### config.mk
export PLATFORM = sky130hd
export DESIGN_NAME = adcev_top
export DESIGN_NICKNAME = d
export VERILOG_FILES = /design/src/common/adcev_pkg.sv /design/src/common/adcev_trig_if.sv /design/src/rtl/adcev_conv_seq.sv /design/src/rtl/adcev_sync_edge.sv /design/src/rtl/adcev_top.sv
export VERILOG_INCLUDE_DIRS = /design/src /design/src/common
export SDC_FILE = /design/constraint.sdc
export NUM_CORES = 1
export LEC_CHECK = 0
export BUFFER_PORTS_ARGS = -buffer_cell sky130_fd_sc_hd__buf_4
export CAP_MARGIN = 40
export CORE_ASPECT_RATIO = 2
export CORE_MARGIN = 1.5
export CORE_UTILIZATION = 54
export CTS_CLUSTER_SIZE = 10
export DETAILED_ROUTE_END_ITERATION = 12
export PLACE_DENSITY = 0.83
export SYNTH_ARGS = -nofsm -noshare
export SYNTH_HDL_FRONTEND = slang
export SYNTH_HIERARCHICAL = 1
export SYNTH_SLANG_ARGS = --single-unit
### constraint.sdc
create_clock -name aclk -period 2.4 [get_ports aclk]
set_input_delay 0.36 -clock aclk [delete_from_list [all_inputs] [get_ports aclk]]
set_output_delay 0.36 -clock aclk [all_outputs]
set_load 0.005 [all_outputs]
### src/common/adcev_cfg.svh
// Register map, field positions and reset values of the event group block
`ifndef ADCEV_CFG_SVH
`define ADCEV_CFG_SVH
`define ADCEV_OFS_EVT_SEL   8'h0c
`define ADCEV_OFS_STATUS    8'h10
`define ADCEV_OFS_CTRL      8'h14
`define ADCEV_OFS_GRP2_SEL  8'h18
`define ADCEV_OFS_RESULT0   8'h40
`define ADCEV_OFS_RESULT_HI 8'h7c
`define ADCEV_BIT_EVT_DONE  0
`define ADCEV_BIT_GRP2_DONE 1
`define ADCEV_BIT_ENABLE    0
`define ADCEV_BIT_EDGE_POL  1
`define ADCEV_BIT_SRC_LO    2
`define ADCEV_BIT_SRC_HI    3
`define ADCEV_BIT_G2_IRQ_EN 4
`define ADCEV_BIT_EV_IRQ_EN 5
`define ADCEV_RST_SEL       16'h0000
`define ADCEV_RST_CTRL      6'h00
`define ADCEV_RESP_OKAY     2'h0
`define ADCEV_RESP_SLVERR   2'h2
`endif

### src/common/adcev_pkg.sv
// Types shared by the event group block
package adcev_pkg;
   typedef enum logic [1:0] {
      adcev_idle,
      adcev_wait,
      adcev_conv
   } adcev_state_t;
endpackage

### src/common/adcev_trig_if.sv
// Trigger path between the main block and its edge detector
interface adcev_trig_if;
   logic       edge_pol;
   logic [1:0] src_sel;
   logic       trig_pulse;
   modport det (input edge_pol, input src_sel, output trig_pulse);
   modport ctl (output edge_pol, output src_sel, input trig_pulse);
endinterface

### src/rtl/adcev_conv_seq.sv
// Conversion slot timer standing in for the analog converter
module adcev_conv_seq #(
   parameter int CONV_CYCLES = 16
)
(
   input  wire logic aclk,
   input  wire logic aresetn,
   input  wire logic start,
   output logic      busy,
   output logic      done
);
   logic [7:0] cnt;
   // ----------------------------------------
   // Busy for a fixed number of cycles
   // ----------------------------------------
   always_ff @(posedge aclk)
   begin
      if (!aresetn)
      begin
         cnt  <= 8'h00;
         done <= 1'b0;
      end
      else
      begin
         done <= (cnt == 8'h01);
         if (start && cnt == 8'h00)
            cnt <= 8'(CONV_CYCLES);
         else if (cnt != 8'h00)
            cnt <= cnt - 8'h01;
      end
   end
   assign busy = (cnt != 8'h00);
endmodule // adcev_conv_seq

### src/rtl/adcev_sync_edge.sv
// Synchroniser and edge detector for the event sources
module adcev_sync_edge
(
   input  wire logic       aclk,
   input  wire logic       aresetn,
   input  wire logic [3:0] src_in,
   adcev_trig_if.det       trig
);
   logic [3:0] meta;
   logic [3:0] sync;
   logic       prev;
   wire        cur = sync[trig.src_sel];
   // ----------------------------------------
   // Two flop sync, one pulse per edge
   // ----------------------------------------
   always_ff @(posedge aclk)
   begin
      if (!aresetn)
      begin
         meta <= 4'h0;
         sync <= 4'h0;
         prev <= 1'b0;
      end
      else
      begin
         meta <= src_in;
         sync <= meta;
         prev <= cur;
      end
   end
   assign trig.trig_pulse = trig.edge_pol ? (cur & ~prev)
                                          : (~cur & prev);
endmodule // adcev_sync_edge

### src/rtl/adcev_top.sv
// Event group trigger, sequencing and done flags with AXI4-Lite registers
// Summary of operation
// - Group 2 done flag sets when all selected group 2 channels finish.
// - Reading a result of a selected group 2 channel clears its flag.
// - Writing the group 2 channel select clears the group 2 flag.
// - Writing 1 clears group 2 done flag; 0 leaves it.
// - Both done flags held clear while converter enable is 0.
// - Group 2 done with its interrupt enable raises an interrupt.
// - Results keep overwriting regardless of done flags.
// - Event done flag sets after all selected event channels finish.
// - Reading a result of a selected event channel clears event flag.
// - Event select write or writing 1 clears event flag; 0 no effect.
// - Event done with its interrupt enable raises an interrupt.
// - Event select holds one enable bit for each of 16 channels.
// - Sequence starts on chosen edge polarity of chosen source.
// - Idle start comes n+1 clocks after edge, n lowest channel.
// - If busy, event sequence starts right after current conversion.
// - Selected channels convert lowest number first.
// - Event select at 0x0C, read/write, resets to zero.
// - Writing zero to event select stops event conversions.
// - Rewriting selection mid-sequence continues from last converted.
// - Each result lands in result register of its channel number.
//
// Chosen here: register access over AXI4-Lite.
`include "adcev_cfg.svh"
module adcev_top #(
   parameter int NCH         = 16,
   parameter int CONV_CYCLES = 16
)
(
   input  wire logic        aclk,
   input  wire logic        aresetn,
   input  wire logic [7:0]  s_axi_awaddr,
   input  wire logic        s_axi_awvalid,
   output logic             s_axi_awready,
   input  wire logic [31:0] s_axi_wdata,
   input  wire logic [3:0]  s_axi_wstrb,
   input  wire logic        s_axi_wvalid,
   output logic             s_axi_wready,
   output logic [1:0]       s_axi_bresp,
   output logic             s_axi_bvalid,
   input  wire logic        s_axi_bready,
   input  wire logic [7:0]  s_axi_araddr,
   input  wire logic        s_axi_arvalid,
   output logic             s_axi_arready,
   output logic [31:0]      s_axi_rdata,
   output logic [1:0]       s_axi_rresp,
   output logic             s_axi_rvalid,
   input  wire logic        s_axi_rready,
   input  wire logic        event_input_pin,
   input  wire logic [2:0]  evt_aux_src,
   input  wire logic        other_conv_busy,
   input  wire logic        grp2_all_done,
   input  wire logic [11:0] conv_data,
   output logic             grp2_irq,
   output logic             evt_irq,
   output logic             evt_conv_active
);
   // ----------------------------------------
   // Registers and state
   // ----------------------------------------
   logic [NCH-1:0]   evt_chan_select;
   logic [NCH-1:0]   grp2_chan_select;
   logic [5:0]       ctrl;
   logic             grp2_done_flag;
   logic             evt_done_flag;
   logic [11:0]      conv_result_reg [NCH];
   logic [NCH-1:0]   pending;
   logic [3:0]       cur_ch;
   logic [4:0]       dly;
   adcev_pkg::adcev_state_t state;
   logic [7:0]       aw_addr;
   logic [31:0]      w_data;
   logic             aw_held;
   logic             w_held;
   adcev_trig_if     trig ();
   logic             conv_start;
   logic             conv_busy;
   logic             conv_done;

   wire converter_enable  = ctrl[`ADCEV_BIT_ENABLE];
   wire grp2_done_irq_en  = ctrl[`ADCEV_BIT_G2_IRQ_EN];
   wire evt_done_irq_en   = ctrl[`ADCEV_BIT_EV_IRQ_EN];
   assign trig.edge_pol   = ctrl[`ADCEV_BIT_EDGE_POL];
   assign trig.src_sel    = ctrl[`ADCEV_BIT_SRC_HI:`ADCEV_BIT_SRC_LO];

   // ----------------------------------------
   // Submodules
   // ----------------------------------------
   adcev_sync_edge u_sync
   (
      .aclk    (aclk),
      .aresetn (aresetn),
      .src_in  ({evt_aux_src, event_input_pin}),
      .trig    (trig)
   );

   adcev_conv_seq #(.CONV_CYCLES(CONV_CYCLES)) u_conv
   (
      .aclk    (aclk),
      .aresetn (aresetn),
      .start   (conv_start),
      .busy    (conv_busy),
      .done    (conv_done)
   );

   // ----------------------------------------
   // Write channel decode
   // ----------------------------------------
   wire wr_go   = aw_held && w_held && !s_axi_bvalid;
   wire wr_sel  = wr_go && aw_addr == `ADCEV_OFS_EVT_SEL;
   wire wr_stat = wr_go && aw_addr == `ADCEV_OFS_STATUS;
   wire wr_ctrl = wr_go && aw_addr == `ADCEV_OFS_CTRL;
   wire wr_g2   = wr_go && aw_addr == `ADCEV_OFS_GRP2_SEL;
   wire wr_ok   = wr_sel | wr_stat | wr_ctrl | wr_g2;
   wire lo_en   = s_axi_wstrb[0];
   wire [15:0] wsel_val = {w_data[15:8] & {8{s_axi_wstrb[1]}},
                           w_data[7:0] & {8{lo_en}}};

   assign s_axi_awready = !aw_held && !s_axi_bvalid;
   assign s_axi_wready  = !w_held && !s_axi_bvalid;

   always_ff @(posedge aclk)
   begin
      if (!aresetn)
      begin
         aw_held      <= 1'b0;
         w_held       <= 1'b0;
         aw_addr      <= 8'h00;
         w_data       <= 32'h0;
         s_axi_bvalid <= 1'b0;
         s_axi_bresp  <= `ADCEV_RESP_OKAY;
      end
      else
      begin
         if (s_axi_awvalid && s_axi_awready)
         begin
            aw_held <= 1'b1;
            aw_addr <= {s_axi_awaddr[7:2], 2'b00};
         end
         if (s_axi_wvalid && s_axi_wready)
         begin
            w_held <= 1'b1;
            w_data <= s_axi_wdata;
         end
         if (wr_go)
         begin
            aw_held      <= 1'b0;
            w_held       <= 1'b0;
            s_axi_bvalid <= 1'b1;
            s_axi_bresp  <= wr_ok ? `ADCEV_RESP_OKAY : `ADCEV_RESP_SLVERR;
         end
         else if (s_axi_bready)
            s_axi_bvalid <= 1'b0;
      end
   end

   // ----------------------------------------
   // Read channel decode
   // ----------------------------------------
   wire       rd_go   = s_axi_arvalid && s_axi_arready;
   wire [7:0] ra      = {s_axi_araddr[7:2], 2'b00};
   wire       rd_res  = ra >= `ADCEV_OFS_RESULT0 &&
                        ra <= `ADCEV_OFS_RESULT_HI;
   wire [3:0] rd_ch   = ra[5:2];
   wire       rd_evt  = rd_go && rd_res && evt_chan_select[rd_ch];
   wire       rd_g2   = rd_go && rd_res && grp2_chan_select[rd_ch];
   wire [15:0] stat_v = {14'h0, grp2_done_flag, evt_done_flag};
   wire [31:0] rd_val =
      ra == `ADCEV_OFS_EVT_SEL  ? {16'h0, evt_chan_select} :
      ra == `ADCEV_OFS_STATUS   ? {16'h0, stat_v} :
      ra == `ADCEV_OFS_CTRL     ? {26'h0, ctrl} :
      ra == `ADCEV_OFS_GRP2_SEL ? {16'h0, grp2_chan_select} :
      rd_res                    ? {20'h0, conv_result_reg[rd_ch]} :
                                  32'h0;
   wire rd_ok = rd_res || ra == `ADCEV_OFS_EVT_SEL ||
                ra == `ADCEV_OFS_STATUS || ra == `ADCEV_OFS_CTRL ||
                ra == `ADCEV_OFS_GRP2_SEL;

   assign s_axi_arready = !s_axi_rvalid;

   always_ff @(posedge aclk)
   begin
      if (!aresetn)
      begin
         s_axi_rvalid <= 1'b0;
         s_axi_rdata  <= 32'h0;
         s_axi_rresp  <= `ADCEV_RESP_OKAY;
      end
      else if (rd_go)
      begin
         s_axi_rvalid <= 1'b1;
         s_axi_rdata  <= rd_val;
         s_axi_rresp  <= rd_ok ? `ADCEV_RESP_OKAY : `ADCEV_RESP_SLVERR;
      end
      else if (s_axi_rready)
         s_axi_rvalid <= 1'b0;
   end

   // ----------------------------------------
   // Configuration registers
   // ----------------------------------------
   always_ff @(posedge aclk)
   begin
      if (!aresetn)
      begin
         evt_chan_select  <= `ADCEV_RST_SEL;
         grp2_chan_select <= `ADCEV_RST_SEL;
         ctrl             <= `ADCEV_RST_CTRL;
      end
      else
      begin
         if (wr_sel)
            evt_chan_select <= wsel_val;
         if (wr_g2)
            grp2_chan_select <= wsel_val;
         if (wr_ctrl && lo_en)
            ctrl <= w_data[5:0];
      end
   end

   // ----------------------------------------
   // Event sequencer
   // ----------------------------------------
   logic [3:0] low_ch;
   logic       low_any;
   always_comb
   begin
      low_ch  = 4'h0;
      low_any = 1'b0;
      for (int i = NCH - 1; i >= 0; i--)
      begin
         if (pending[i])
         begin
            low_ch  = 4'(i);
            low_any = 1'b1;
         end
      end
   end

   wire [NCH-1:0] above_last = ~((NCH'(2) << cur_ch) - NCH'(1));
   wire trig_ok = trig.trig_pulse && converter_enable &&
                  state == adcev_pkg::adcev_idle &&
                  evt_chan_select != '0;
   assign conv_start = state == adcev_pkg::adcev_wait && dly == 5'h00 &&
                       !other_conv_busy && !conv_busy && low_any;
   assign evt_conv_active = state != adcev_pkg::adcev_idle;

   always_ff @(posedge aclk)
   begin
      if (!aresetn || !converter_enable)
      begin
         state   <= adcev_pkg::adcev_idle;
         pending <= '0;
         cur_ch  <= 4'h0;
         dly     <= 5'h00;
      end
      else if (wr_sel && state != adcev_pkg::adcev_idle)
      begin
         pending <= wsel_val & above_last;
         if ((wsel_val & above_last) == '0)
            state <= adcev_pkg::adcev_idle;
      end
      else
      begin
         unique case (state)
            adcev_pkg::adcev_idle:
               if (trig_ok)
               begin
                  pending <= evt_chan_select;
                  dly     <= 5'({1'b0, low_of(evt_chan_select)});
                  state   <= adcev_pkg::adcev_wait;
               end
            adcev_pkg::adcev_wait:
               if (dly != 5'h00)
                  dly <= dly - 5'h01;
               else if (!low_any)
                  state <= adcev_pkg::adcev_idle;
               else if (conv_start)
               begin
                  cur_ch  <= low_ch;
                  pending[low_ch] <= 1'b0;
                  state   <= adcev_pkg::adcev_conv;
               end
            adcev_pkg::adcev_conv:
               if (conv_done)
                  state <= low_any ? adcev_pkg::adcev_wait
                                   : adcev_pkg::adcev_idle;
         endcase
      end
   end

   function automatic logic [3:0] low_of(input logic [NCH-1:0] v);
      logic [3:0] r;
      r = 4'h0;
      for (int i = NCH - 1; i >= 0; i--)
         if (v[i])
            r = 4'(i);
      return r;
   endfunction

   wire evt_seq_end = state == adcev_pkg::adcev_conv && conv_done &&
                      !low_any;

   // ----------------------------------------
   // Results, overwritten freely
   // ----------------------------------------
   always_ff @(posedge aclk)
   begin
      if (state == adcev_pkg::adcev_conv && conv_done)
         conv_result_reg[cur_ch] <= conv_data;
   end

   // ----------------------------------------
   // Done flags, set wins over clear
   // ----------------------------------------
   wire w1c_ok  = wr_stat && lo_en;
   wire clr_g2  = rd_g2 || wr_g2 ||
                  (w1c_ok && w_data[`ADCEV_BIT_GRP2_DONE]);
   wire clr_ev  = rd_evt || wr_sel ||
                  (w1c_ok && w_data[`ADCEV_BIT_EVT_DONE]);

   always_ff @(posedge aclk)
   begin
      if (!aresetn || !converter_enable)
      begin
         grp2_done_flag <= 1'b0;
         evt_done_flag  <= 1'b0;
      end
      else
      begin
         if (grp2_all_done)
            grp2_done_flag <= 1'b1;
         else if (clr_g2)
            grp2_done_flag <= 1'b0;
         if (evt_seq_end)
            evt_done_flag <= 1'b1;
         else if (clr_ev)
            evt_done_flag <= 1'b0;
      end
   end

   always_ff @(posedge aclk)
   begin
      if (!aresetn)
      begin
         grp2_irq <= 1'b0;
         evt_irq  <= 1'b0;
      end
      else
      begin
         grp2_irq <= grp2_done_flag && grp2_done_irq_en;
         evt_irq  <= evt_done_flag && evt_done_irq_en;
      end
   end
endmodule // adcev_top

# Word-level counts from Yosys, hierarchy flattened

Memory sizes are Yosys's and may differ from the RTL's.
Index checks and enable logic that the tools add are counted.

Register bits: 149
Memory bits (writable): 192
Input port bits: 77
Output and inout bits: 44
Word-level logic and storage cells: 239
Memories: 1

Memories:

| name            | words | width | rd ports | clocked after Yosys merged registers in | wr ports | RTL line        | RTL |
|---|---|---|---|---|---|---|---|
| conv_result_reg | 16    | 12    | 1        | 0                                       | 1        | adcev_top.sv:67 | `logic [11:0] conv_result_reg [NCH];` |

$add $sub $neg: 3
Magnitude comparators: 6
Equal/unequal tests: 20
Shift operators: 1
Multiplexer cells: 94
Bitwise logic cells: 16
Reduce and logical (&&, ||, !) cells: 72

Operators by type and width:

| cell                  | count |
|---|---|
| $mux 16               | 9 |
| $mux 4                | 32 |
| $eq 6x3->1 const B    | 6 |
| $logic_and 1x1->1     | 33 |
| $and 16x16->16        | 2 |
| $mux 1                | 32 |
| $not 16->16           | 2 |
| $pmux 16 s2           | 1 |
| $mux 5                | 4 |
| $mux 2                | 9 |
| $and 8x8->8           | 2 |
| $logic_not 16->1      | 1 |
| $reduce_bool 16->1    | 1 |
| $shl 2x4->16 const A  | 1 |
| $sub 16x2->16 const B | 1 |
| $reduce_and 5->1      | 3 |
| $reduce_bool 2->1     | 7 |
| $eq 6x2->1 const B    | 2 |
| $mux 12               | 1 |
| $lt 4x5->1 const B    | 2 |
| $pmux 5 s2            | 1 |
| $logic_not 1->1       | 9 |
| $logic_or 1x1->1      | 9 |
| $ne 3x2->1 const B    | 3 |
| other kinds (29)      | 39 |

# Depth between registers and ports, before layout

Gate-level depths: netlist of run 1.

Depth in word-level cells: 27
Gate-level depth with buffers: 12
Mapped depth without buffers: 10

# Modules after synthesis

Netlist of run 1, hierarchy kept.

Modules (own cells, without submodules):

| module          | times used | cells each | area an instance (um^2) | sequential area each (um^2) |
|---|---|---|---|---|
| adcev_top       | 1          | 1118       | 13748.2                 | 8027.7 |
| adcev_conv_seq  | 1          | 51         | 498.0                   | 180.2 |
| adcev_sync_edge | 1          | 22         | 282.8                   | 180.2 |

# Least setup slack after synthesis of run 1

OpenSTA, ideal clock, no wires.

Kind: register to register
Start: register u_conv.cnt[0]
End: register pending[3]
Library setup time: 0.075 ns
Arrival: 2.469 ns
Required time: 2.325 ns
Slack: -0.144 ns
Cell stages (with the launch flop): 10
Path buffers: 1
Clock period less this slack: 2.544 ns
Cells stage by stage: dfxtp_1 > inv_1 > ha_1 > nor3b_1 > nand2_1 > nor4_2 > o31a_1 > buf_2 > o21ai_0 > a31oi_1

Word-level cells in the longest chain between the ends: 6

RTL lines:

| what                              | RTL line             | RTL |
|---|---|---|
| start, declared                   | adcev_conv_seq.sv:12 | `logic [7:0] cnt;` |
| start signal, assigned            | adcev_conv_seq.sv:27 | `cnt <= 8'(CONV_CYCLES);` |
| start signal, assigned            | adcev_conv_seq.sv:29 | `cnt <= cnt - 8'h01;` |
| $reduce_bool 8->1                 | adcev_conv_seq.sv:32 | `assign busy = (cnt != 8'h00);` |
| named net conv_busy               | adcev_top.sv:78      | `logic conv_busy;` |
| $logic_not 1->1                   | adcev_top.sv:246     | `!other_conv_busy && !conv_busy && low_any;` |
| $logic_and 1x1->1 (2 in series)   | adcev_top.sv:246     |  |
| named net conv_start              | adcev_top.sv:77      | `logic conv_start;` |
| $ne 3x1->1 (no source line)       | n/a                  |  |
| $reduce_and 5->1 (no source line) | n/a                  |  |
| end signal, assigned              | adcev_top.sv:260     | `pending <= wsel_val & above_last;` |
| end signal, assigned              | adcev_top.sv:270     | `pending <= evt_chan_select;` |
| end, declared                     | adcev_top.sv:68      | `logic [NCH-1:0] pending;` |

The timed path passes the listed nets, and every way through them passes these cells.
A chain may end at the register's enable or synchronous reset.

# Worst setup path in the final report of run 1

Start: register pending[4]
End: register pending[6]

Elaborated cells between the ends (all ways): 26
Those cells by class: order compare (2); eq/ne (2); mux (17); bitwise (2); reduce/logical (3)

RTL lines:

| what                              | RTL line         | RTL |
|---|---|---|
| $mux 1 (5 in series)              | adcev_top.sv:233 | `if (pending[i])` |
| $logic_and 1x1->1                 | adcev_top.sv:246 |  |
| named net conv_start              | adcev_top.sv:77  |  |
| $ne 3x1->1 (no source line)       | n/a              |  |
| $reduce_and 5->1 (no source line) | n/a              |  |

The timed path passes the listed nets, and every way through them passes these cells. The select of a mux whose other input is x is not followed.

==> flow_summary.ini, run 1 <==
[yosys]
synth.avg_cell_area_um2 = 12.2
ys_async_sr_fraction = 0
ys_types = 73
netlist_area_um2 = 14500
ys.flop_type = edfxtp_1
synth_warnings = 6
ys_seq_area_frac = 0.577
synth_top_cell_by_area = edfxtp_1
synth-edff-count = 192
yosysTopAreaCellShare = 0.397
synth_seq_cells = 323
ys_top_cells_by_area = edfxtp_1 40%, dfxtp_1 18%, mux4_2 11%, nand2_1 3.1%, o21ai_0 2.7%
syn_inst = 1191

[worst_setup_path]
path_buf_inv = 1
crit_path_end_kind = register
rr_startpoint = pending[4]
critPathKind = reg2reg
cp_common_cell = nor4_4
cp_slowest_stage_delay_ns = 0.57
cp_slowest_cell = or4_4
cp.required_ns = 2.84
start_kind = register
startpoint = pending[4]
reg2regPathDepth = 7
cp_cell_sequence = or4_4 > nor4_4 > nor4_4 > o31a_1 > buf_6 > and3_1 > nor4_2
path_delay_family = simple AND/OR/NAND/NOR gates
critPathCapture = pending[6]
regToRegSetupSlack_ns = 0.05
crit_fanout = 10
crit_cells = 7
arrival_ns = 2.79
r2r-end = pending[6]

[placed_design]
place_area_um2 = 16200
port_buffers = 80
routabilityCongestion = 0.994
hpwl_mm = 29.6

[sta]
hold_ws_ns = 0.0351
slew_violations = 0
relSlewSlack = 0.449
skew_ns = 0.0165
period_needed_ns = 2.35
timing.fmax_mhz = 426
setup_violations = 0
tightest_slew_ns = 0.826
post-route-period-util = 0.979
hold_viol = 0

[clocking]
htreeDepth = 2
cts_setup_buffers = 0
clockRootBuffer = clkbuf_16
clockBufferDepth = 3
clock-sinks = 323
clkTransAtPathRegs_ns = 0.06
cts_inserted_buffers = 38
cts_tree = yes
clk_latency_ns = 0.53

[drt]
num_vias = 11000
wl_per_cell_um = 25.3
first_iter_violations = 858
postRouteAntennaNets = 0
dr.pass1.iters = 5
wl_mm = 43.7
drc = 0
post_drt_via_cell_ratio = 6.37

[status]
outcome = finished clean

[worst_hold_path]
min_path_type = in2reg

[cells_and_area]
n_fill_cell = 1917
synthToLayoutAreaGrowth_pct = 19.5
layout-drive-gt1-share = 0.255
final_area_um2 = 17400
largest_reg_flops = 192
final_cell_mix = 192 x edfxtp_1, 192 x buf_4, 129 x dfxtp_1
final_nets = 1444

[floorplan]
start_util = 0.551
die_w_um = 119
die_y_um = 235
rows = 84
ios = 121
die_area_um2 = 28000
core_area_um2 = 26400

[global_route]
grt_overflow = 0
grt_pass1_wl_mm = 66.5
grt_max_degree = 96
grtUsageTotal = 0.320
antenna_found_initial = 2
grt_pass1_vias = 11300

[power_and_ir_drop]
p_leak_uw = 0.00611
powerDensity_nw_per_um2 = 711
vdd_drop_max_mv = 0.811

[flow_run]
maxCapViolCount = 0
kinds of logic after synthesis:
| family | synth area share |
|---|---|
| multiplexers | 0.124 |
| AO/OA/AOI/OAI | 0.114 |
| flip-flops | 0.577 |
| other | 0.000258 |
| buffers and inverters | 0.0356 |
| AND/OR/NAND/NOR | 0.139 |
| adder cells (fa/ha/maj) | 0.00844 |
| XOR/XNOR | 0.00121 |
cell type report:
| cell class | instances | area [um^2] | area share |
|---|---|---|---|
| inverter | 23 | 86.3 | 0.00497 |
| sequential | 323 | 8390 | 0.483 |
| tap | 344 | 430 | 0.0248 |
| antenna | 1 | 2.50 | 0.000144 |
| clock inverter | 4 | 42.5 | 0.00245 |
| timing repair buffer | 201 | 1600 | 0.0919 |
| multi-input combinational | 771 | 5790 | 0.333 |
| clock buffer | 60 | 1030 | 0.0595 |
where the power goes:
part | internal (uW) | switching (uW) | total, uW
Clock | 2950 | 2170 | 5120
Combinational | 511 | 610 | 1120
Sequential | 5980 | 130 | 6110
per-layer routing:
layer  vias up  part of all wire  global-route usage
met1      5343              0.31               0.326
met2       628              0.53               0.572
met3       221             0.069              0.0546
met4         2             0.091               0.244
met5         -          0.000069                   0
li1       4799                 -                   -
synth_stat cells, types with 7 or more instances:
library cell,number
nor3b_1,12
o21ai_0,77
inv_1,23
ha_1,9
mux4_2,71
a211oi_1,13
nand3_1,19
a21oi_1,64
nor2b_1,31
edfxtp_1,192
dfxtp_1,131
and2_1,36
a31oi_1,17
a221oi_1,13
or4_1,12
buf_4,18
nand2_1,120
o211ai_1,7
clkbuf_1,61
nor2_1,79
nor3_1,15
nand2b_1,11
nor4_1,10
mux2i_1,20
a21boi_0,19
worst reg2reg max path, cell delays in order (launching register included):
cell and delay [ns]:
dfxtp_1 0.35, or4_4 0.57, nor4_4 0.36, nor4_4 0.08
o31a_1 0.35, buf_6 0.17, and3_1 0.15, nor4_2 0.22
how the worst min path moves through the flow:
stage	endpoint	depth (start not counted)	start	slack, ns
after floorplan	u_sync/sync[0]	1	u_sync/meta[0]	0.41
after global placement	u_sync/sync[3]	1	u_sync/meta[3]	0.42
after detailed placement	u_sync/sync[0]	1	u_sync/meta[0]	0.42
after CTS	u_sync/meta[2]	2	evt_aux_src[1]	0.03
after global routing	u_sync/meta[0]	2	event_input_pin	0.04
final	u_sync/meta[2]	2	evt_aux_src[1]	0.04
timing repair:
| item | 4_1_cts | 5_1_grt |
|---|---|---|
| pin swaps | 1 | 6 |
| hold buffers | 0 | 0 |
| resized for setup | 4 | 26 |
| endpoints found under the setup margin | 11 | 26 |
through the flow:
step / util / setup slack [ns] / total power, uW / std cells / setup TNS (ns)
final: 0.658 / 0.0509 / 12300 / 1727 / 0
after global routing: 0.658 / -0.0142 / 12700 / 1727 / -0.0171
after CTS: 0.655 / 0.00206 / 12400 / 1726 / 0
after detailed placement: 0.614 / -0.0594 / 7320 / 1662 / -0.197
after global placement: 0.614 / -0.00889 / 7280 / 1662 / -0.00889
after floorplan: - / 0.0149 / 6910 / 1208 / 0
(Power assumes the default switching activity.)
==> run 2: changes to the inputs <==
--- a/config.mk
+++ b/config.mk
@@ -10,10 +10,10 @@
 export CAP_MARGIN = 40
 export CORE_ASPECT_RATIO = 2
 export CORE_MARGIN = 1.5
-export CORE_UTILIZATION = 54
+export CORE_UTILIZATION = 60
 export CTS_CLUSTER_SIZE = 10
 export DETAILED_ROUTE_END_ITERATION = 12
-export PLACE_DENSITY = 0.83
+export PLACE_DENSITY = 0.87
 export SYNTH_ARGS = -nofsm -noshare
 export SYNTH_HDL_FRONTEND = slang
 export SYNTH_HIERARCHICAL = 1
==> constraint.sdc (replaced) <==
create_clock -name aclk -period 2.5 [get_ports aclk]
set_input_delay 0.375 -clock aclk [delete_from_list [all_inputs] [get_ports aclk]]
set_output_delay 0.375 -clock aclk [all_outputs]
set_load 0.005 [all_outputs]
==> run 2 against run 1 <==
Clock skew decreased by 0.0029 ns. Sequential cell count did not move. Clock power down 3%. Non-clock buffer count decreased by 2. Clock-buffer cell count fell by 2. Worst hold slack improved by 0.019 ns. Critical path depth increased by 2. Critical path type unchanged. Highest routed layer is now met4.
==> flow_summary.ini, run 2 (same netlist as run 1, synthesis figures left out) <==
[power_and_ir_drop]
powerDensity_nw_per_um2 = 690
vdd_drop_max_mv = 0.737
p_leak_uw = 0.00609

[clocking]
clock-sinks = 323
clockBufferDepth = 3
cts_inserted_buffers = 38
htreeDepth = 2
clockRootBuffer = clkbuf_16
clkTransAtPathRegs_ns = 0.06
cts_tree = yes
cts-hold-fix-buffers = 0
clk_latency_ns = 0.53

[placed_design]
port_buffers = 80
dpl_worst_slack_ns = -0.0166
dp_cells = 1601
hpwl_mm = 29.5
routabilityCongestion = 0.976

[worst_setup_path]
start_kind = register
arrival_ns = 2.85
crit_fanout = 7
cp_slowest_cell = or4_4
path_delay_family = simple AND/OR/NAND/NOR gates
cp_slowest_stage_delay_ns = 0.56
critPathKind = reg2reg
path_buf_inv = 3
cp.required_ns = 2.95
crit_path_end_kind = register
cp_cell_sequence = or4_4 > nor4_4 > nor4_4 > buf_4 > o31ai_4 > buf_12 > buf_4 > nand2_1 > a21oi_1

[floorplan]
die_y_um = 223
ios = 121
die_w_um = 113
rows = 80
core_area_um2 = 23800
start_util = 0.610
die_area_um2 = 25200

[drt]
dr.pass1.iters = 5
first_iter_violations = 1232
num_vias = 11100
post_drt_via_cell_ratio = 6.64
wl_mm = 44.5
drc = 0
postRouteAntennaNets = 0
wl_per_cell_um = 26.7

[global_route]
antenna_found_initial = 0
grt_pass1_vias = 11400
grt_overflow = 0
grt_pass1_wl_mm = 67.3
grtUsageTotal = 0.366
grt_max_degree = 98

[sta]
setup_tns_ns = 0
slew_violations = 0
setup_violations = 0
relSlewSlack = 0.429
grt_setup_unrepaired = false
post-route-period-util = 0.959
skew_ns = 0.0136
hold_viol = 0
hold_ws_ns = 0.0545
layout_setup_ws_ns = 0.101
tightest_slew_ns = 0.857
period_needed_ns = 2.40
timing.fmax_mhz = 417

[cells_and_area]
fin_cells = 1664
final_cell_mix = 192 x edfxtp_1, 191 x buf_4, 131 x dfxtp_1
diodes = 0
final_nets = 1442
final_common_cell = edfxtp_1
layout-drive-gt1-share = 0.246
n_fill_cell = 1513
synthToLayoutAreaGrowth_pct = 18.7
largest_reg_flops = 192

[status]
outcome = finished clean

[flow_run]
maxCapViolCount = 0

[worst_hold_path]
min_path_type = in2reg
==> run 2: cell types whose count changed in the layout (fill, tap and decap cells not counted), sizes merged <==
cell	before	now
buf	201	199
clkbuf	60	58
diode	1	0
inv	25	24
==> run 2: layer usage <==
layer,part of all wire,global-route usage
met1,0.29,0.369
met2,0.52,0.642
met3,0.080,0.0666
met4,0.11,0.309
met5,0,0
==> run 2: path summary, 6_finish.rpt <==
check	startpoint	end	slack (ns)	depth (start not counted)
hold / removal	evt_aux_src[1]	u_sync/meta[2]	0.05	2
setup / recovery	pending[4]	pending[0]	0.10	9
setup reg to reg	pending[4]	pending[0]	0.10	9
hold reg to reg	u_sync/meta[0]	u_sync/sync[0]	0.43	1
==> run 2: repair_timing <==
item	CTS	global route
gates resized for setup	0	11
setup endpoints to repair	1	16
buffers inserted	0	2
pin swaps	1	6
==> run 2: layout make-up <==
class | instances | area [um^2] | share of cell area
Timing Repair Buffer | 199 | 1590 | 0.0919
Multi-Input combinational cell | 771 | 5740 | 0.333
Sequential cell | 323 | 8390 | 0.486
Tap cell | 287 | 359 | 0.0208
Inverter | 23 | 86.3 | 0.00500
Clock inverter | 3 | 41.3 | 0.00239
Clock buffer | 58 | 1050 | 0.0607
==> run 2: worst reg2reg max path: stages (launching register included) <==
cell	delay, ns
dfxtp_1	0.32
or4_4	0.56
nor4_4	0.42
nor4_4	0.10
buf_4	0.16
o31ai_4	0.29
buf_12	0.16
buf_4	0.12
nand2_1	0.05
a21oi_1	0.15
==> run 2: through the flow <==
stage	util	area [um^2]	total power, uW
after floorplan	-	14600	6630
after global placement	0.675	16100	6970
after detailed placement	0.675	16100	7020
after CTS	0.721	17200	11900
after global routing	0.724	17300	12200
final	0.724	17300	11900
==> run 2: power breakdown <==
group	internal (uW)	switching, uW
Sequential	5740	124
Combinational	488	599
Clock	2880	2070
